--- src/include/taf_pkg.sv ---
// constants, flag layout and states for the trace attribute framer
package taf_pkg;
    localparam logic [15:0] TAF_TAG_SWEEP = 16'h0065;
    localparam logic [7:0] TAF_CHAN_RX = 8'h00;
    // value older sub-revisions used for the same receiver, never sent here
    localparam logic [7:0] TAF_CHAN_RX_LEGACY = 8'h77;
    localparam logic [7:0] TAF_LEGACY_SUBREV_MAX = 8'h31;
    localparam logic [7:0] TAF_HDR_BYTES_FULL = 8'h28;
    localparam logic [7:0] TAF_HDR_BYTES_NONE = 8'h00;
    localparam logic [15:0] TAF_FIXED_BYTES = 16'h0008;
    localparam logic [5:0] TAF_PREFIX_BYTES = 6'h0C;
    localparam logic [5:0] TAF_HEAD_BYTES = 6'h34;
    localparam logic [15:0] TAF_INFINITE = 16'hFFFF;
    localparam logic [15:0] TAF_ALIGN_PAD = 16'h0000;
    localparam logic [31:0] TAF_FLG_LEVEL = 32'h00000001;
    localparam logic [31:0] TAF_FLG_OFFSET = 32'h00000002;
    localparam logic [31:0] TAF_FLG_FSTRENGTH = 32'h00000004;
    localparam logic [31:0] TAF_FLG_AM = 32'h00000008;
    localparam logic [31:0] TAF_FLG_AM_POS = 32'h00000010;
    localparam logic [31:0] TAF_FLG_AM_NEG = 32'h00000020;
    localparam logic [31:0] TAF_FLG_FM = 32'h00000040;
    localparam logic [31:0] TAF_FLG_FM_POS = 32'h00000080;
    localparam logic [31:0] TAF_FLG_FM_NEG = 32'h00000100;
    localparam logic [31:0] TAF_FLG_PM = 32'h00000200;
    localparam logic [31:0] TAF_FLG_BANDWIDTH = 32'h00000400;
    localparam logic [31:0] TAF_FLG_DF_LEVEL = 32'h00000800;
    localparam logic [31:0] TAF_FLG_AZIMUTH = 32'h00001000;
    localparam logic [31:0] TAF_FLG_DF_QUALITY = 32'h00002000;
    localparam logic [31:0] TAF_FLG_DF_FSTRENGTH = 32'h00004000;
    localparam logic [31:0] TAF_FLG_CHANNEL = 32'h00010000;
    localparam logic [31:0] TAF_FLG_FREQ_LOW = 32'h00020000;
    localparam logic [31:0] TAF_FLG_FREQ_HIGH = 32'h00200000;
    localparam logic [31:0] TAF_FLG_SWAP = 32'h20000000;
    localparam logic [31:0] TAF_FLG_SQUELCH = 32'h04000000;
    localparam logic [31:0] TAF_FLG_OPT_HDR = 32'h80000000;
    // every data flag; all apply to a sweep trace
    localparam logic [31:0] TAF_DATA_MASK = TAF_FLG_LEVEL | TAF_FLG_OFFSET | TAF_FLG_FSTRENGTH
        | TAF_FLG_AM | TAF_FLG_AM_POS | TAF_FLG_AM_NEG | TAF_FLG_FM | TAF_FLG_FM_POS
        | TAF_FLG_FM_NEG | TAF_FLG_PM | TAF_FLG_BANDWIDTH | TAF_FLG_DF_LEVEL
        | TAF_FLG_AZIMUTH | TAF_FLG_DF_QUALITY | TAF_FLG_DF_FSTRENGTH | TAF_FLG_CHANNEL
        | TAF_FLG_FREQ_LOW | TAF_FLG_FREQ_HIGH;
    // data types carried as 32-bit words, the rest are 16-bit
    localparam logic [31:0] TAF_LONG_MASK = TAF_FLG_OFFSET | TAF_FLG_FM | TAF_FLG_FM_POS
        | TAF_FLG_FM_NEG | TAF_FLG_BANDWIDTH | TAF_FLG_FREQ_LOW | TAF_FLG_FREQ_HIGH;
    typedef enum logic [4:0] {
        TAF_IDLE = 5'b00001,
        TAF_HEAD = 5'b00010,
        TAF_SEL = 5'b00100,
        TAF_FETCH = 5'b01000,
        TAF_EMIT = 5'b10000
    } taf_state_t;
endpackage : taf_pkg

--- src/include/taf_fifo_if.sv ---
// valid/ready carrier between the framer core and its byte fifo
`timescale 1ns/1ps
interface taf_fifo_if #(parameter int WIDTH = 9);
    logic in_valid;
    logic in_ready;
    logic [WIDTH-1:0] in_data;
    logic out_valid;
    logic out_ready;
    logic [WIDTH-1:0] out_data;
    modport fifo (input in_valid, input in_data, input out_ready,
        output in_ready, output out_valid, output out_data);
    modport user (output in_valid, output in_data, output out_ready,
        input in_ready, input out_valid, input out_data);
endinterface : taf_fifo_if

--- src/hw/taf_fifo.sv ---
// flip-flop fifo with valid/ready on both sides
`timescale 1ns/1ps
module taf_fifo #(
    parameter int WIDTH = 9,
    parameter int DEPTH = 16
) (
    input wire logic sys_clk_in,
    input wire logic sys_rst_in,
    taf_fifo_if.fifo port
);
    localparam int AW = $clog2(DEPTH);
    logic [WIDTH-1:0] mem [DEPTH];
    logic [AW-1:0] wr_ptr;
    logic [AW-1:0] rd_ptr;
    logic [AW:0] fill;
    logic do_wr;
    logic do_rd;

    // full and empty come straight from the fill count
    // compare at the fill count's own width; a depth that is a power of two does not fit AW bits
    assign port.in_ready = (fill != (AW+1)'(DEPTH));
    assign port.out_valid = (fill != '0);
    assign port.out_data = mem[rd_ptr];
    assign do_wr = port.in_valid && port.in_ready;
    assign do_rd = port.out_valid && port.out_ready;

    // storage, no reset needed on data
    always_ff @(posedge sys_clk_in) begin
        if (do_wr) begin
            mem[wr_ptr] <= port.in_data;
        end
    end

    // pointers wrap at depth, which need not be a power of two
    always_ff @(posedge sys_clk_in) begin
        if (sys_rst_in) begin
            wr_ptr <= '0;
            rd_ptr <= '0;
            fill <= '0;
        end else begin
            if (do_wr) begin
                wr_ptr <= (wr_ptr == AW'(DEPTH - 1)) ? '0 : wr_ptr + 1'b1;
            end
            if (do_rd) begin
                rd_ptr <= (rd_ptr == AW'(DEPTH - 1)) ? '0 : rd_ptr + 1'b1;
            end
            fill <= fill + (AW+1)'(do_wr) - (AW+1)'(do_rd);
        end
    end
endmodule : taf_fifo

--- src/hw/taf_framer.sv ---
// sweep trace attribute framer: prefix, extra header and grouped trace payload
//
// Contract
// - payload starts count, channel, header length, flags
// - channel field is zero for the receiver
// - measurement selector bits as listed
// - channel, frequency low and high selector bits
// - swap flag sends trace data little-endian
// - flag extra header present and above threshold
// - data sets in ascending flag order
// - item only when configuration and sensors permit
// - all flags apply, sweep header describes packet
// - sweep count and dwell, minus one infinite
// - hold time, direction and signal stop fields
// - start, step, stop frequencies low and high
// - header ends with 64-bit emit time
// - header length is zero or forty
// - values signed tenths, one per item
// - each type one contiguous block of items
// - frequency low block precedes high block
// - new header fields only appended at end
// - protocol fields big-endian unless swapped; prefix and header here stay big-endian with swap set
// - attribute tag and length precede payload
`timescale 1ns/1ps
module taf_framer
    import taf_pkg::*;
#(
    parameter int FIFO_DEPTH = 16
) (
    input wire logic sys_clk_in,
    input wire logic sys_rst_in,
    input wire logic start_in,
    input wire logic [15:0] per_type_item_count_in,
    input wire logic [31:0] config_flags_in,
    input wire logic [31:0] sensor_flags_in,
    input wire logic swap_enable_in,
    input wire logic above_threshold_flag_in,
    input wire logic hdr_enable_in,
    input wire logic [15:0] sweep_total_in,
    input wire logic sweep_infinite_in,
    input wire logic [15:0] signal_hold_ms_in,
    input wire logic [15:0] per_step_linger_ms_in,
    input wire logic linger_infinite_in,
    input wire logic sweep_direction_in,
    input wire logic signal_stop_enable_in,
    input wire logic [31:0] sweep_begin_lower_in,
    input wire logic [31:0] sweep_end_lower_in,
    input wire logic [31:0] sweep_increment_hz_in,
    input wire logic [31:0] sweep_begin_upper_in,
    input wire logic [31:0] sweep_end_upper_in,
    input wire logic [63:0] emit_time_ns_in,
    input wire logic item_valid_in,
    input wire logic [31:0] item_data_in,
    input wire logic byte_ready_in,
    output logic busy_out,
    output logic item_req_out,
    output logic [4:0] item_flag_out,
    output logic [15:0] item_index_out,
    output logic [7:0] byte_data_out,
    output logic byte_valid_out,
    output logic byte_last_out
);
    // bytes per item over all selected types
    function automatic logic [15:0] item_bytes(input logic [31:0] sel);
        logic [15:0] sum;
        sum = '0;
        for (int b = 0; b < 32; b++) begin
            if (sel[b]) begin
                sum = sum + (TAF_LONG_MASK[b] ? 16'h0004 : 16'h0002);
            end
        end
        return sum;
    endfunction : item_bytes

    // flags strictly above a bit position
    function automatic logic [31:0] above_mask(input logic [4:0] b);
        return ~((32'h00000002 << b) - 32'h00000001);
    endfunction : above_mask

    // byte k of an item word, most significant first unless swapped
    function automatic logic [7:0] pick_byte(input logic [31:0] w, input logic [1:0] k,
            input logic swap, input logic long_w);
        logic [1:0] pos;
        pos = swap ? k : ((long_w ? 2'h3 : 2'h1) - k);
        return w[{pos, 3'b000} +: 8];
    endfunction : pick_byte

    taf_fifo_if #(.WIDTH(9)) fq ();

    taf_fifo #(.WIDTH(9), .DEPTH(FIFO_DEPTH)) u_fifo (
        .sys_clk_in(sys_clk_in),
        .sys_rst_in(sys_rst_in),
        .port(fq.fifo)
    );

    taf_state_t state;
    logic [415:0] head;
    logic [5:0] head_left;
    logic [31:0] sel;
    logic [31:0] flags_sent;
    logic [15:0] item_count;
    logic swap;
    logic [4:0] cur_bit;
    logic [15:0] idx;
    logic [1:0] k;
    logic [31:0] word;
    logic [31:0] next_sel;
    logic [31:0] next_flags;
    logic [7:0] next_hdr_len;
    logic [15:0] next_len;
    logic [415:0] next_head;
    logic no_data;
    logic cur_long;
    logic item_end;
    logic block_end;
    logic frame_end;
    logic wr_ok;
    logic start_ok;

    // selection: configuration, sensors and trace type must all permit
    assign next_sel = config_flags_in & sensor_flags_in & TAF_DATA_MASK;
    assign next_hdr_len = hdr_enable_in ? TAF_HDR_BYTES_FULL : TAF_HDR_BYTES_NONE;
    assign next_flags = next_sel
        | (swap_enable_in ? TAF_FLG_SWAP : '0)
        | (above_threshold_flag_in ? TAF_FLG_SQUELCH : '0)
        | (hdr_enable_in ? TAF_FLG_OPT_HDR : '0);
    // attribute length excludes tag and length; products wrap at 16 bits
    assign next_len = TAF_FIXED_BYTES + {8'h00, next_hdr_len}
        + 16'(per_type_item_count_in * item_bytes(next_sel));

    // prefix then sweep header, fields in their fixed order
    assign next_head = {
        TAF_TAG_SWEEP, next_len,
        per_type_item_count_in, TAF_CHAN_RX, next_hdr_len, next_flags,
        sweep_infinite_in ? TAF_INFINITE : sweep_total_in,
        signal_hold_ms_in,
        linger_infinite_in ? TAF_INFINITE : per_step_linger_ms_in,
        15'h0000, sweep_direction_in, 15'h0000, signal_stop_enable_in,
        sweep_begin_lower_in, sweep_end_lower_in, sweep_increment_hz_in,
        sweep_begin_upper_in, sweep_end_upper_in,
        TAF_ALIGN_PAD,
        emit_time_ns_in
    };

    assign no_data = (item_count == 16'h0000) || (sel == 32'h00000000);
    assign cur_long = TAF_LONG_MASK[cur_bit];
    assign item_end = (k == (cur_long ? 2'h3 : 2'h1));
    assign block_end = item_end && (idx == item_count - 16'h0001);
    assign frame_end = block_end && ((sel & above_mask(cur_bit)) == '0);
    assign wr_ok = fq.in_ready;
    assign start_ok = (state == TAF_IDLE) && start_in;

    // bytes into the fifo; a stalled fifo holds the sequencer
    always_comb begin
        fq.in_valid = 1'b0;
        fq.in_data = '0;
        if (state == TAF_HEAD) begin
            fq.in_valid = 1'b1;
            fq.in_data = {(head_left == 6'h01) && no_data, head[415:408]};
        end else if (state == TAF_EMIT) begin
            fq.in_valid = 1'b1;
            fq.in_data = {frame_end, pick_byte(word, k, swap, cur_long)};
        end
    end

    // header shift register, loaded at start and shifted a byte per write
    always_ff @(posedge sys_clk_in) begin
        if (sys_rst_in) begin
            head <= '0;
            head_left <= '0;
        end else if (start_ok) begin
            head <= next_head;
            // without the extra header only the fixed prefix goes out
            head_left <= hdr_enable_in ? TAF_HEAD_BYTES : TAF_PREFIX_BYTES;
        end else if ((state == TAF_HEAD) && wr_ok) begin
            head <= {head[407:0], 8'h00};
            head_left <= head_left - 6'h01;
        end
    end

    // frame parameters held for the whole frame
    always_ff @(posedge sys_clk_in) begin
        if (sys_rst_in) begin
            sel <= '0;
            flags_sent <= '0;
            item_count <= '0;
            swap <= 1'b0;
        end else if (start_ok) begin
            sel <= next_sel;
            flags_sent <= next_flags;
            item_count <= per_type_item_count_in;
            swap <= swap_enable_in;
        end
    end

    // sequencer: header, then one block per selected type, lowest flag first
    always_ff @(posedge sys_clk_in) begin
        if (sys_rst_in) begin
            state <= TAF_IDLE;
            cur_bit <= '0;
            idx <= '0;
            k <= '0;
            word <= '0;
            item_req_out <= 1'b0;
        end else begin
            unique case (state)
                TAF_IDLE: begin
                    if (start_in) begin
                        state <= TAF_HEAD;
                        cur_bit <= '0;
                    end
                end
                TAF_HEAD: begin
                    if (wr_ok && (head_left == 6'h01)) begin
                        state <= no_data ? TAF_IDLE : TAF_SEL;
                    end
                end
                TAF_SEL: begin
                    if (sel[cur_bit]) begin
                        state <= TAF_FETCH;
                        idx <= '0;
                        item_req_out <= 1'b1;
                    end else begin
                        cur_bit <= cur_bit + 5'h01;
                    end
                end
                TAF_FETCH: begin
                    if (item_valid_in) begin
                        word <= item_data_in;
                        k <= '0;
                        item_req_out <= 1'b0;
                        state <= TAF_EMIT;
                    end
                end
                TAF_EMIT: begin
                    if (wr_ok) begin
                        if (frame_end) begin
                            state <= TAF_IDLE;
                        end else if (block_end) begin
                            // next type; frequency low bit sits below high bit
                            cur_bit <= cur_bit + 5'h01;
                            state <= TAF_SEL;
                        end else if (item_end) begin
                            idx <= idx + 16'h0001;
                            item_req_out <= 1'b1;
                            state <= TAF_FETCH;
                        end else begin
                            k <= k + 2'h1;
                        end
                    end
                end
            endcase
        end
    end

    // busy and the item address follow the sequencer
    always_ff @(posedge sys_clk_in) begin
        if (sys_rst_in) begin
            busy_out <= 1'b0;
        end else if (start_ok) begin
            busy_out <= 1'b1;
        end else if (((state == TAF_HEAD) && wr_ok && (head_left == 6'h01) && no_data)
                || ((state == TAF_EMIT) && wr_ok && frame_end)) begin
            busy_out <= 1'b0;
        end
    end

    assign item_flag_out = cur_bit;
    assign item_index_out = idx;

    // output register so every stream pin comes from a flop
    assign fq.out_ready = !byte_valid_out || byte_ready_in;
    always_ff @(posedge sys_clk_in) begin
        if (sys_rst_in) begin
            byte_valid_out <= 1'b0;
            byte_data_out <= '0;
            byte_last_out <= 1'b0;
        end else if (fq.out_ready) begin
            byte_valid_out <= fq.out_valid;
            byte_data_out <= fq.out_data[7:0];
            byte_last_out <= fq.out_data[8] && fq.out_valid;
        end
    end
endmodule : taf_framer

--- config.mk ---
export PLATFORM = sky130hd
export DESIGN_NAME = taf_framer
export DESIGN_NICKNAME = d
export VERILOG_FILES = /design/src/include/taf_pkg.sv /design/src/include/taf_fifo_if.sv /design/src/hw/taf_fifo.sv /design/src/hw/taf_framer.sv
export SDC_FILE = /design/constraint.sdc
export NUM_CORES = 2
export LEC_CHECK = 0
export BUFFER_PORTS_ARGS = -buffer_cell sky130_fd_sc_hd__buf_2
export CAP_MARGIN = 20
export CORE_MARGIN = 2
export CORE_UTILIZATION = 55
export CTS_CLUSTER_SIZE = 28
export DETAILED_ROUTE_END_ITERATION = 12
export MAX_ROUTING_LAYER = met4
export PLACE_DENSITY = 0.72
export SYNTH_ARGS = -nofsm -noshare
export SYNTH_HDL_FRONTEND = slang
export SYNTH_SLANG_ARGS = --single-unit
--- constraint.sdc ---
create_clock -name sys_clk_in -period 20.6 [get_ports sys_clk_in]
set_input_delay 4.12 -clock sys_clk_in [delete_from_list [all_inputs] [get_ports sys_clk_in]]
set_output_delay 4.12 -clock sys_clk_in [all_outputs]
set_load 0.01 [all_outputs]
Yosys cells after proc, flatten, opt, wreduce, memory -nomap -nowiden. Memories as Yosys holds them, arrays and structs flattened. A register that Yosys moved wholly into a read port is not among the register bits. Index checks and enable logic that the tools add are counted.

Logic and storage cells: 201. Register bits: 542. RAM bits: 144. Input port bits: 396. Bits in read-only memories: 32. Output and inout port bits: 33. Memories: 2.

Memories: u_fifo.mem (words 16, bits a word 9, rd ports 1, clocked after Yosys merged registers in 1, wr ports 1, line taf_fifo.sv:12) `logic [WIDTH-1:0] mem [DEPTH];`; (name not given) (words 32, bits a word 1, rd ports 1, clocked after Yosys merged registers in 1, wr ports 0, line taf_framer.sv:146) `assign cur_long = TAF_LONG_MASK[cur_bit];`.

Bitwise gates (word level): 6. Reductions and logical operators: 34. $mul: 1. Muxes and demuxes: 83. Magnitude comparators: 1. Equal/unequal tests: 23. Shifts and indexed selects: 2. Add/subtract/negate cells: 30.

Operators with widths (count): $mux W407 (2); $mux W16 (23); $add A16 B2 Y16 const B (10); $add A16 B3 Y16 const B (6); $mux W5 (15); $logic_not A32 Y1 (2); $and A22 B32 Y32 (1); $mux W32 (1); $not A32 Y32 (1); $or A30 B32 Y32 (1); $pmux W16 S2 (1); $shiftx A32 B6 Y8 (1); $shl A2 B5 Y32 const A (1); $sub A32 B1 Y32 const B (1); $mux W30 (1); $or A22 B30 Y30 (1); $or A30 B27 Y30 (1); $mux W27 (1); $pmux W5 S5 (1); $mux W6 (4); $reduce_and A6 Y1 (4); $and A22 B22 Y22 (1); $mux W4 (5); $mux W9 (2); other kinds (44) (93).

Depth between registers and ports, before layout.
Depth after elaboration: 39. Gate-level depth with buffers: 67. Gate-level depth less buffers: 67.

By module. From an unflattened synthesis, not the netlist that was laid out.

Cells, all modules: 4070. Area total of the unflattened synthesis: 35042.4 um^2.

By module, submodules not included: taf_framer (instances 1, sequential area each 10610.2 um^2, cells an instance 3741, area an instance 28606.2 um^2); taf_fifo (instances 1, sequential area each 4664.5 um^2, cells an instance 329, area an instance 6436.2 um^2).

Worst setup path before layout. Ideal clock, no wire load.

Path type: input -> register. From: in config_flags_in[3]. To: reg head[399]. Path buffers: 1. Setup time: 0.070 ns. Arrival: 17.479 ns. Stages: 60. Slack: 3.051 ns. Data required time: 20.530 ns. Cells stage by stage: nand2_1 -> maj3_1 -> xor2_1 -> ha_1 -> nand3b_1 -> o221a_2 -> ha_1 -> nand2_1 -> xnor3_2 -> inv_2 -> ha_1 -> nor2_1 -> a21o_1 -> inv_1 -> ha_1 -> nand3_1 -> o21ai_0 -> ha_1 -> [24 not listed] -> fa_1 -> inv_1 -> fa_1 -> ha_1 -> a21boi_0 -> o21ai_0 -> nand2b_1 -> a21o_1 -> a21oi_1 -> xnor2_1 -> xnor2_1 -> xor2_1 -> xnor2_1 -> xnor2_1 -> xnor2_1 -> xnor2_2 -> xnor3_1 -> a21oi_1.

Longest elaborated chain between the ends: 33.

Ends and longest elaborated chain: from (decl) (line taf_framer.sv:34) `input wire logic [31:0] config_flags_in,`; $and A22 B22 Y22 * (line taf_framer.sv:121) `assign next_sel = config_flags_in & sensor_flags_in & TAF_DATA_MASK;`; $mux W16 * (line taf_framer.sv:68) `if (sel[b]) begin`; $add A16 B2 Y16 (line taf_framer.sv:69) `sum = sum + (TAF_LONG_MASK[b] ? 16'h0004 : 16'h0002);`; $mux W16 * (line taf_framer.sv:68); $add A16 B2 Y16 (line taf_framer.sv:69); $mux W16 * (line taf_framer.sv:68); $add A16 B3 Y16 (line taf_framer.sv:69); $mux W16 * (line taf_framer.sv:68); [17 not listed]; $mux W16 * (line taf_framer.sv:68); $add A16 B3 Y16 (line taf_framer.sv:69); $mux W16 * (line taf_framer.sv:68); $add A16 B3 Y16 (line taf_framer.sv:69); $mux W16 * (line taf_framer.sv:68); $mul A16 B16 Y16 * (line taf_framer.sv:129) `+ 16'(per_type_item_count_in * item_bytes(next_sel));`; $add A7 B16 Y16 * (line taf_framer.sv:129); $mux W407 * (line taf_framer.sv:171) `end else if (start_ok) begin`; to (signal assigned) (line taf_framer.sv:172) `head <= next_head;`; to (signal assigned) (line taf_framer.sv:176) `head <= {head[407:0], 8'h00};`; to (decl) (line taf_framer.sv:97) `logic [415:0] head;`.

Every way passes the cells marked *; elsewhere a longest branch is shown, timed or not. A chain may end at the register's enable or synchronous reset.

Worst setup path after layout.
From: in sensor_flags_in[3]. To: reg head[399].

Longest elaborated chain between the ends: 33.

Ends and longest elaborated chain: from (decl) (line taf_framer.sv:35) `input wire logic [31:0] sensor_flags_in,`; $and A22 B22 Y22 * (line taf_framer.sv:121); $mux W16 * (line taf_framer.sv:68); $add A16 B2 Y16 (line taf_framer.sv:69); $mux W16 * (line taf_framer.sv:68); $add A16 B2 Y16 (line taf_framer.sv:69); $mux W16 * (line taf_framer.sv:68); $add A16 B3 Y16 (line taf_framer.sv:69); $mux W16 * (line taf_framer.sv:68); [17 not listed]; $mux W16 * (line taf_framer.sv:68); $add A16 B3 Y16 (line taf_framer.sv:69); $mux W16 * (line taf_framer.sv:68); $add A16 B3 Y16 (line taf_framer.sv:69); $mux W16 * (line taf_framer.sv:68); $mul A16 B16 Y16 * (line taf_framer.sv:129); $add A7 B16 Y16 * (line taf_framer.sv:129); $mux W407 * (line taf_framer.sv:171).

Marked as above.

==> flow_metrics.tcl <==
set metrics [dict create \
    outcome "finished clean" \
    multi_input_area_sq_um 18200 \
    slowest_delay_ns 0.75 \
    rsz0062_at_grt "false" \
    drc 0 \
    cts_tree "built" \
    io_buffers 400 \
    drt-initial-drc-count 2427 \
    gr-usage-all-layers_pct 28.5 \
    synth_area_leaders "dfxtp_1 31%, edfxtp_1 12%, nand2_1 11%" \
    cts.sinks 691 \
    stdcell_count 5150 \
    finalCritPeriodShare_pct 91.3 \
    via_count 29300 \
    path_class "input port to flop" \
    holdWs_ns 0.446 \
    syn_avg_cell_area_sq_um 8.78 \
    cp-end-kind "flop" \
    top_usage_layer "met2" \
    relSlewSlack_pct 26.7 \
    core-area_sq_um 63100 \
    synthDistinctLibCells 94 \
    wire_per_inst_um 18.0 \
    synth_edf_count 144 \
    max-cap-violations 0 \
    reg2reg_slack_ns 15.31 \
    powerDensity_nw_per_um2 121 \
    p_seq_share_pct 32.2 \
    drive_gt1_share_pct 15.7 \
    ys_seq_elements 691 \
    synth_top_area_cell "dfxtp_1" \
    seq_area_frac_synth_pct 43.6 \
    async_flop_share_pct 0 \
    yosys_warnings 0 \
    clk_latency_ns 0.62 \
    nets 4765 \
    dpl.cell_count 4974 \
    finClkSkew_ns 0.0245 \
    leakagePower_nw 15.1 \
    vias_per_cell 5.69 \
    firstDrtPassIters 5 \
    grt_pass1_vias 27500 \
    finalSetupTns_ns 0 \
    fill_cells 5466 \
    hpwlAfterDp_um 63000 \
    critical-path-top-delay-family "adder cells" \
    hold_buffers 0 \
    met1_usage_pct 37.8 \
    min_path_type "flop to flop" \
    layout_setup_ws_ns 1.80 \
    drt-total-wl_um 92900 \
    grt_use_met2_pct 44.1 \
    setup_viol 0 \
    synth_top_area_share_pct 31.3 \
    rows 92 \
    area_growth_pct 13.9 \
    p_switching_mw 1.69 \
    crit_arrival_ns 19.34 \
    netlist_area_sq_um 35000 \
    fin_area_sq_um 39900 \
    cts_resized 0 \
    fmax_mhz 53.2 \
    postLayoutCoreUtil_pct 63.2 \
    worstPathBufferInverterCount 6 \
    ir_worst_vdd_mv 0.194 \
    crit_slowest_cell "xnor2_1" \
    start_util_pct 55.5 \
    clk_pin_slew_ns 0.06 \
    p_sw_share_pct 34.9 \
    htree_levels 3 \
    antenna_left 0 \
    cts_made_buffers 74 \
    cts_root_buffer "clkbuf_16" \
    comb_power_share_pct 40.4 \
    dieArea_sq_um 65700 \
    grt_pass1_wl_um 147000 \
    gp_congestion 0.925 \
    ios 429 \
    grt-ovfl-total 0 \
    grt_max_degree 254 \
    worst_pin_slew_ns 1.10 \
    slew_viol_final 0 \
    netlist_instances 3990 \
    hold_viol_final 0 \
    place_ws_ns 1.30 \
    path_max_fanout 10 \
    worstPathRequired_ns 21.14 \
    finalPower_mw 4.84 \
    p_int_mw 3.15 \
    cp-start-kind "input port" \
    postPlaceCellArea_sq_um 37300 \
    postCtsSetupRepairBufs 0 \
    grtUsageMet3_pct 5.77 \
    clock_tree.buffer_depth 3 \
    clkPwrFrac_pct 27.4 \
    antenna_found_initial 35 \
    synth_ff_type "dfxtp_1" \
    fin_crit_ns 18.80 \
    die-width_um 256 \
    chipHeight_um 256 \
    register_area_sq_um 15300 \
]
[placed cells by master, fill, tap and decap left out, types with 8 or more instances in the layout]
cell type,instances
nand2_1,1014
dfxtp_1,545
nor2_1,419
buf_2,399
a311oi_1,261
a21oi_1,222
edfxtp_1,144
inv_1,137
nor3_1,110
ha_1,90
clkbuf_16,78
xnor2_1,72
fa_1,72
mux4_2,56
o22ai_1,54
xor2_1,51
and2_1,44
diode_2,39
nand3_1,39
o21ai_0,37
a31oi_1,26
buf_4,24
and3_1,19
nand4_1,17
mux2i_1,17
clkinv_2,17
conb_1,15
a22oi_1,14
clkbuf_1,14
o21a_1,13
nor4_1,13
clkbuf_8,13
nand2b_1,10
nor2b_1,9
a22o_1,9
o2111ai_1,8
nand3b_1,8
a21o_1,8
[metal layers]
metal / vias to the layer above / part of all wire, % / routed length (um)
li1: 14300 / - / -
met1: 14000 / 44 / 40700
met2: 913 / 46 / 43000
met3: 135 / 7.5 / 6990
met4: 0 / 2.4 / 2220
met5: - / 0 / 0
[cell type report]
class                           instances  area share (%)
Multi-Input combinational cell       2872            45.6
Tap cell                              846            2.65
Clock inverter                         29           0.668
Antenna cell                           39           0.245
Timing Repair Buffer                  429            5.74
Inverter                              139            1.31
Sequential cell                       691            38.3
Clock buffer                          105            5.47
[Yosys cell counts (9+ instances only)]
cell type,n
nor2_1,420
a22oi_1,14
mux2i_1,17
a311oi_1,261
and2_1,45
ha_1,90
a22o_1,9
xnor2_1,72
nor3_1,114
dfxtp_1,547
nand4_1,17
buf_1,21
mux4_2,56
fa_1,72
inv_1,137
nor2b_1,9
clkbuf_1,274
o22ai_1,54
nand2_1,1017
a31oi_1,26
nor4_1,13
edfxtp_1,144
xor2_1,51
nand2b_1,10
o21a_1,13
nand3_1,39
o21ai_0,38
a21oi_1,222
and3_1,19
[final timing paths]
check | cells after the start | start | to
max | 59 | sensor_flags_in[3] | head[399]
min | 2 | head[396] | head[404]
max reg2reg | 19 | item_flag_out[2] | cur_long
min reg2reg | 2 | head[396] | head[404]
[registers in the layout, indices dropped and copies added, names as in the netlist, 5 cells and up, named ones only]
| name | cells |
|---|---|
| byte_data_out | 8 |
| head | 416 |
| head_left | 6 |
| item_count | 16 |
| item_flag_out | 5 |
| item_index_out | 16 |
| sel | 18 |
| state | 5 |
| u_fifo.fill | 5 |
| u_fifo.mem | 144 |
| word | 32 |
[logic make-up (layout without fill, tap and decap cells)]
| group | Yosys count | in the layout | share of synthesized area, % |
|---|---|---|---|
| XOR/XNOR | 150 | 150 | 4.73 |
| other | 2 | 54 | 0.0214 |
| adder cells (fa/ha/maj) | 165 | 165 | 7.41 |
| AND/OR/NAND/NOR | 1766 | 1766 | 21.1 |
| buffers and inverters | 440 | 702 | 4.73 |
| flip-flops | 691 | 691 | 43.6 |
| AO/OA/AOI/OAI | 698 | 698 | 14.2 |
| multiplexers | 78 | 78 | 4.26 |
[power by group through the flow]
stage / clock network (mW) / logic, mW / registers (mW)
finish: 1.32 / 1.96 / 1.56
global route: 1.40 / 2.22 / 1.57
CTS: 1.35 / 1.96 / 1.56
detailed placement: 0 / 1.94 / 1.59
global placement: 0 / 1.91 / 1.58
floorplan: 0 / 1.56 / 1.56
[worst register-to-register path: stages, from the launching register on]
cell	delay [ns]
dfxtp_1	0.72
clkinv_1	0.49
ha_1	0.50
nor2_1	0.23
o21ai_0	0.24
nor2_1	0.16
nor2_1	0.05
a21oi_1	0.13
o21ai_0	0.17
xor2_1	0.23
a222oi_1	0.35
and3b_1	0.30
nor2_1	0.09
a211o_1	0.42
and2_1	0.22
nand3_1	0.09
xor2_1	0.20
o21ai_0	0.13
mux2i_1	0.17
mux2_2	0.27
Note: power is estimated with default switching activity, not from simulation.
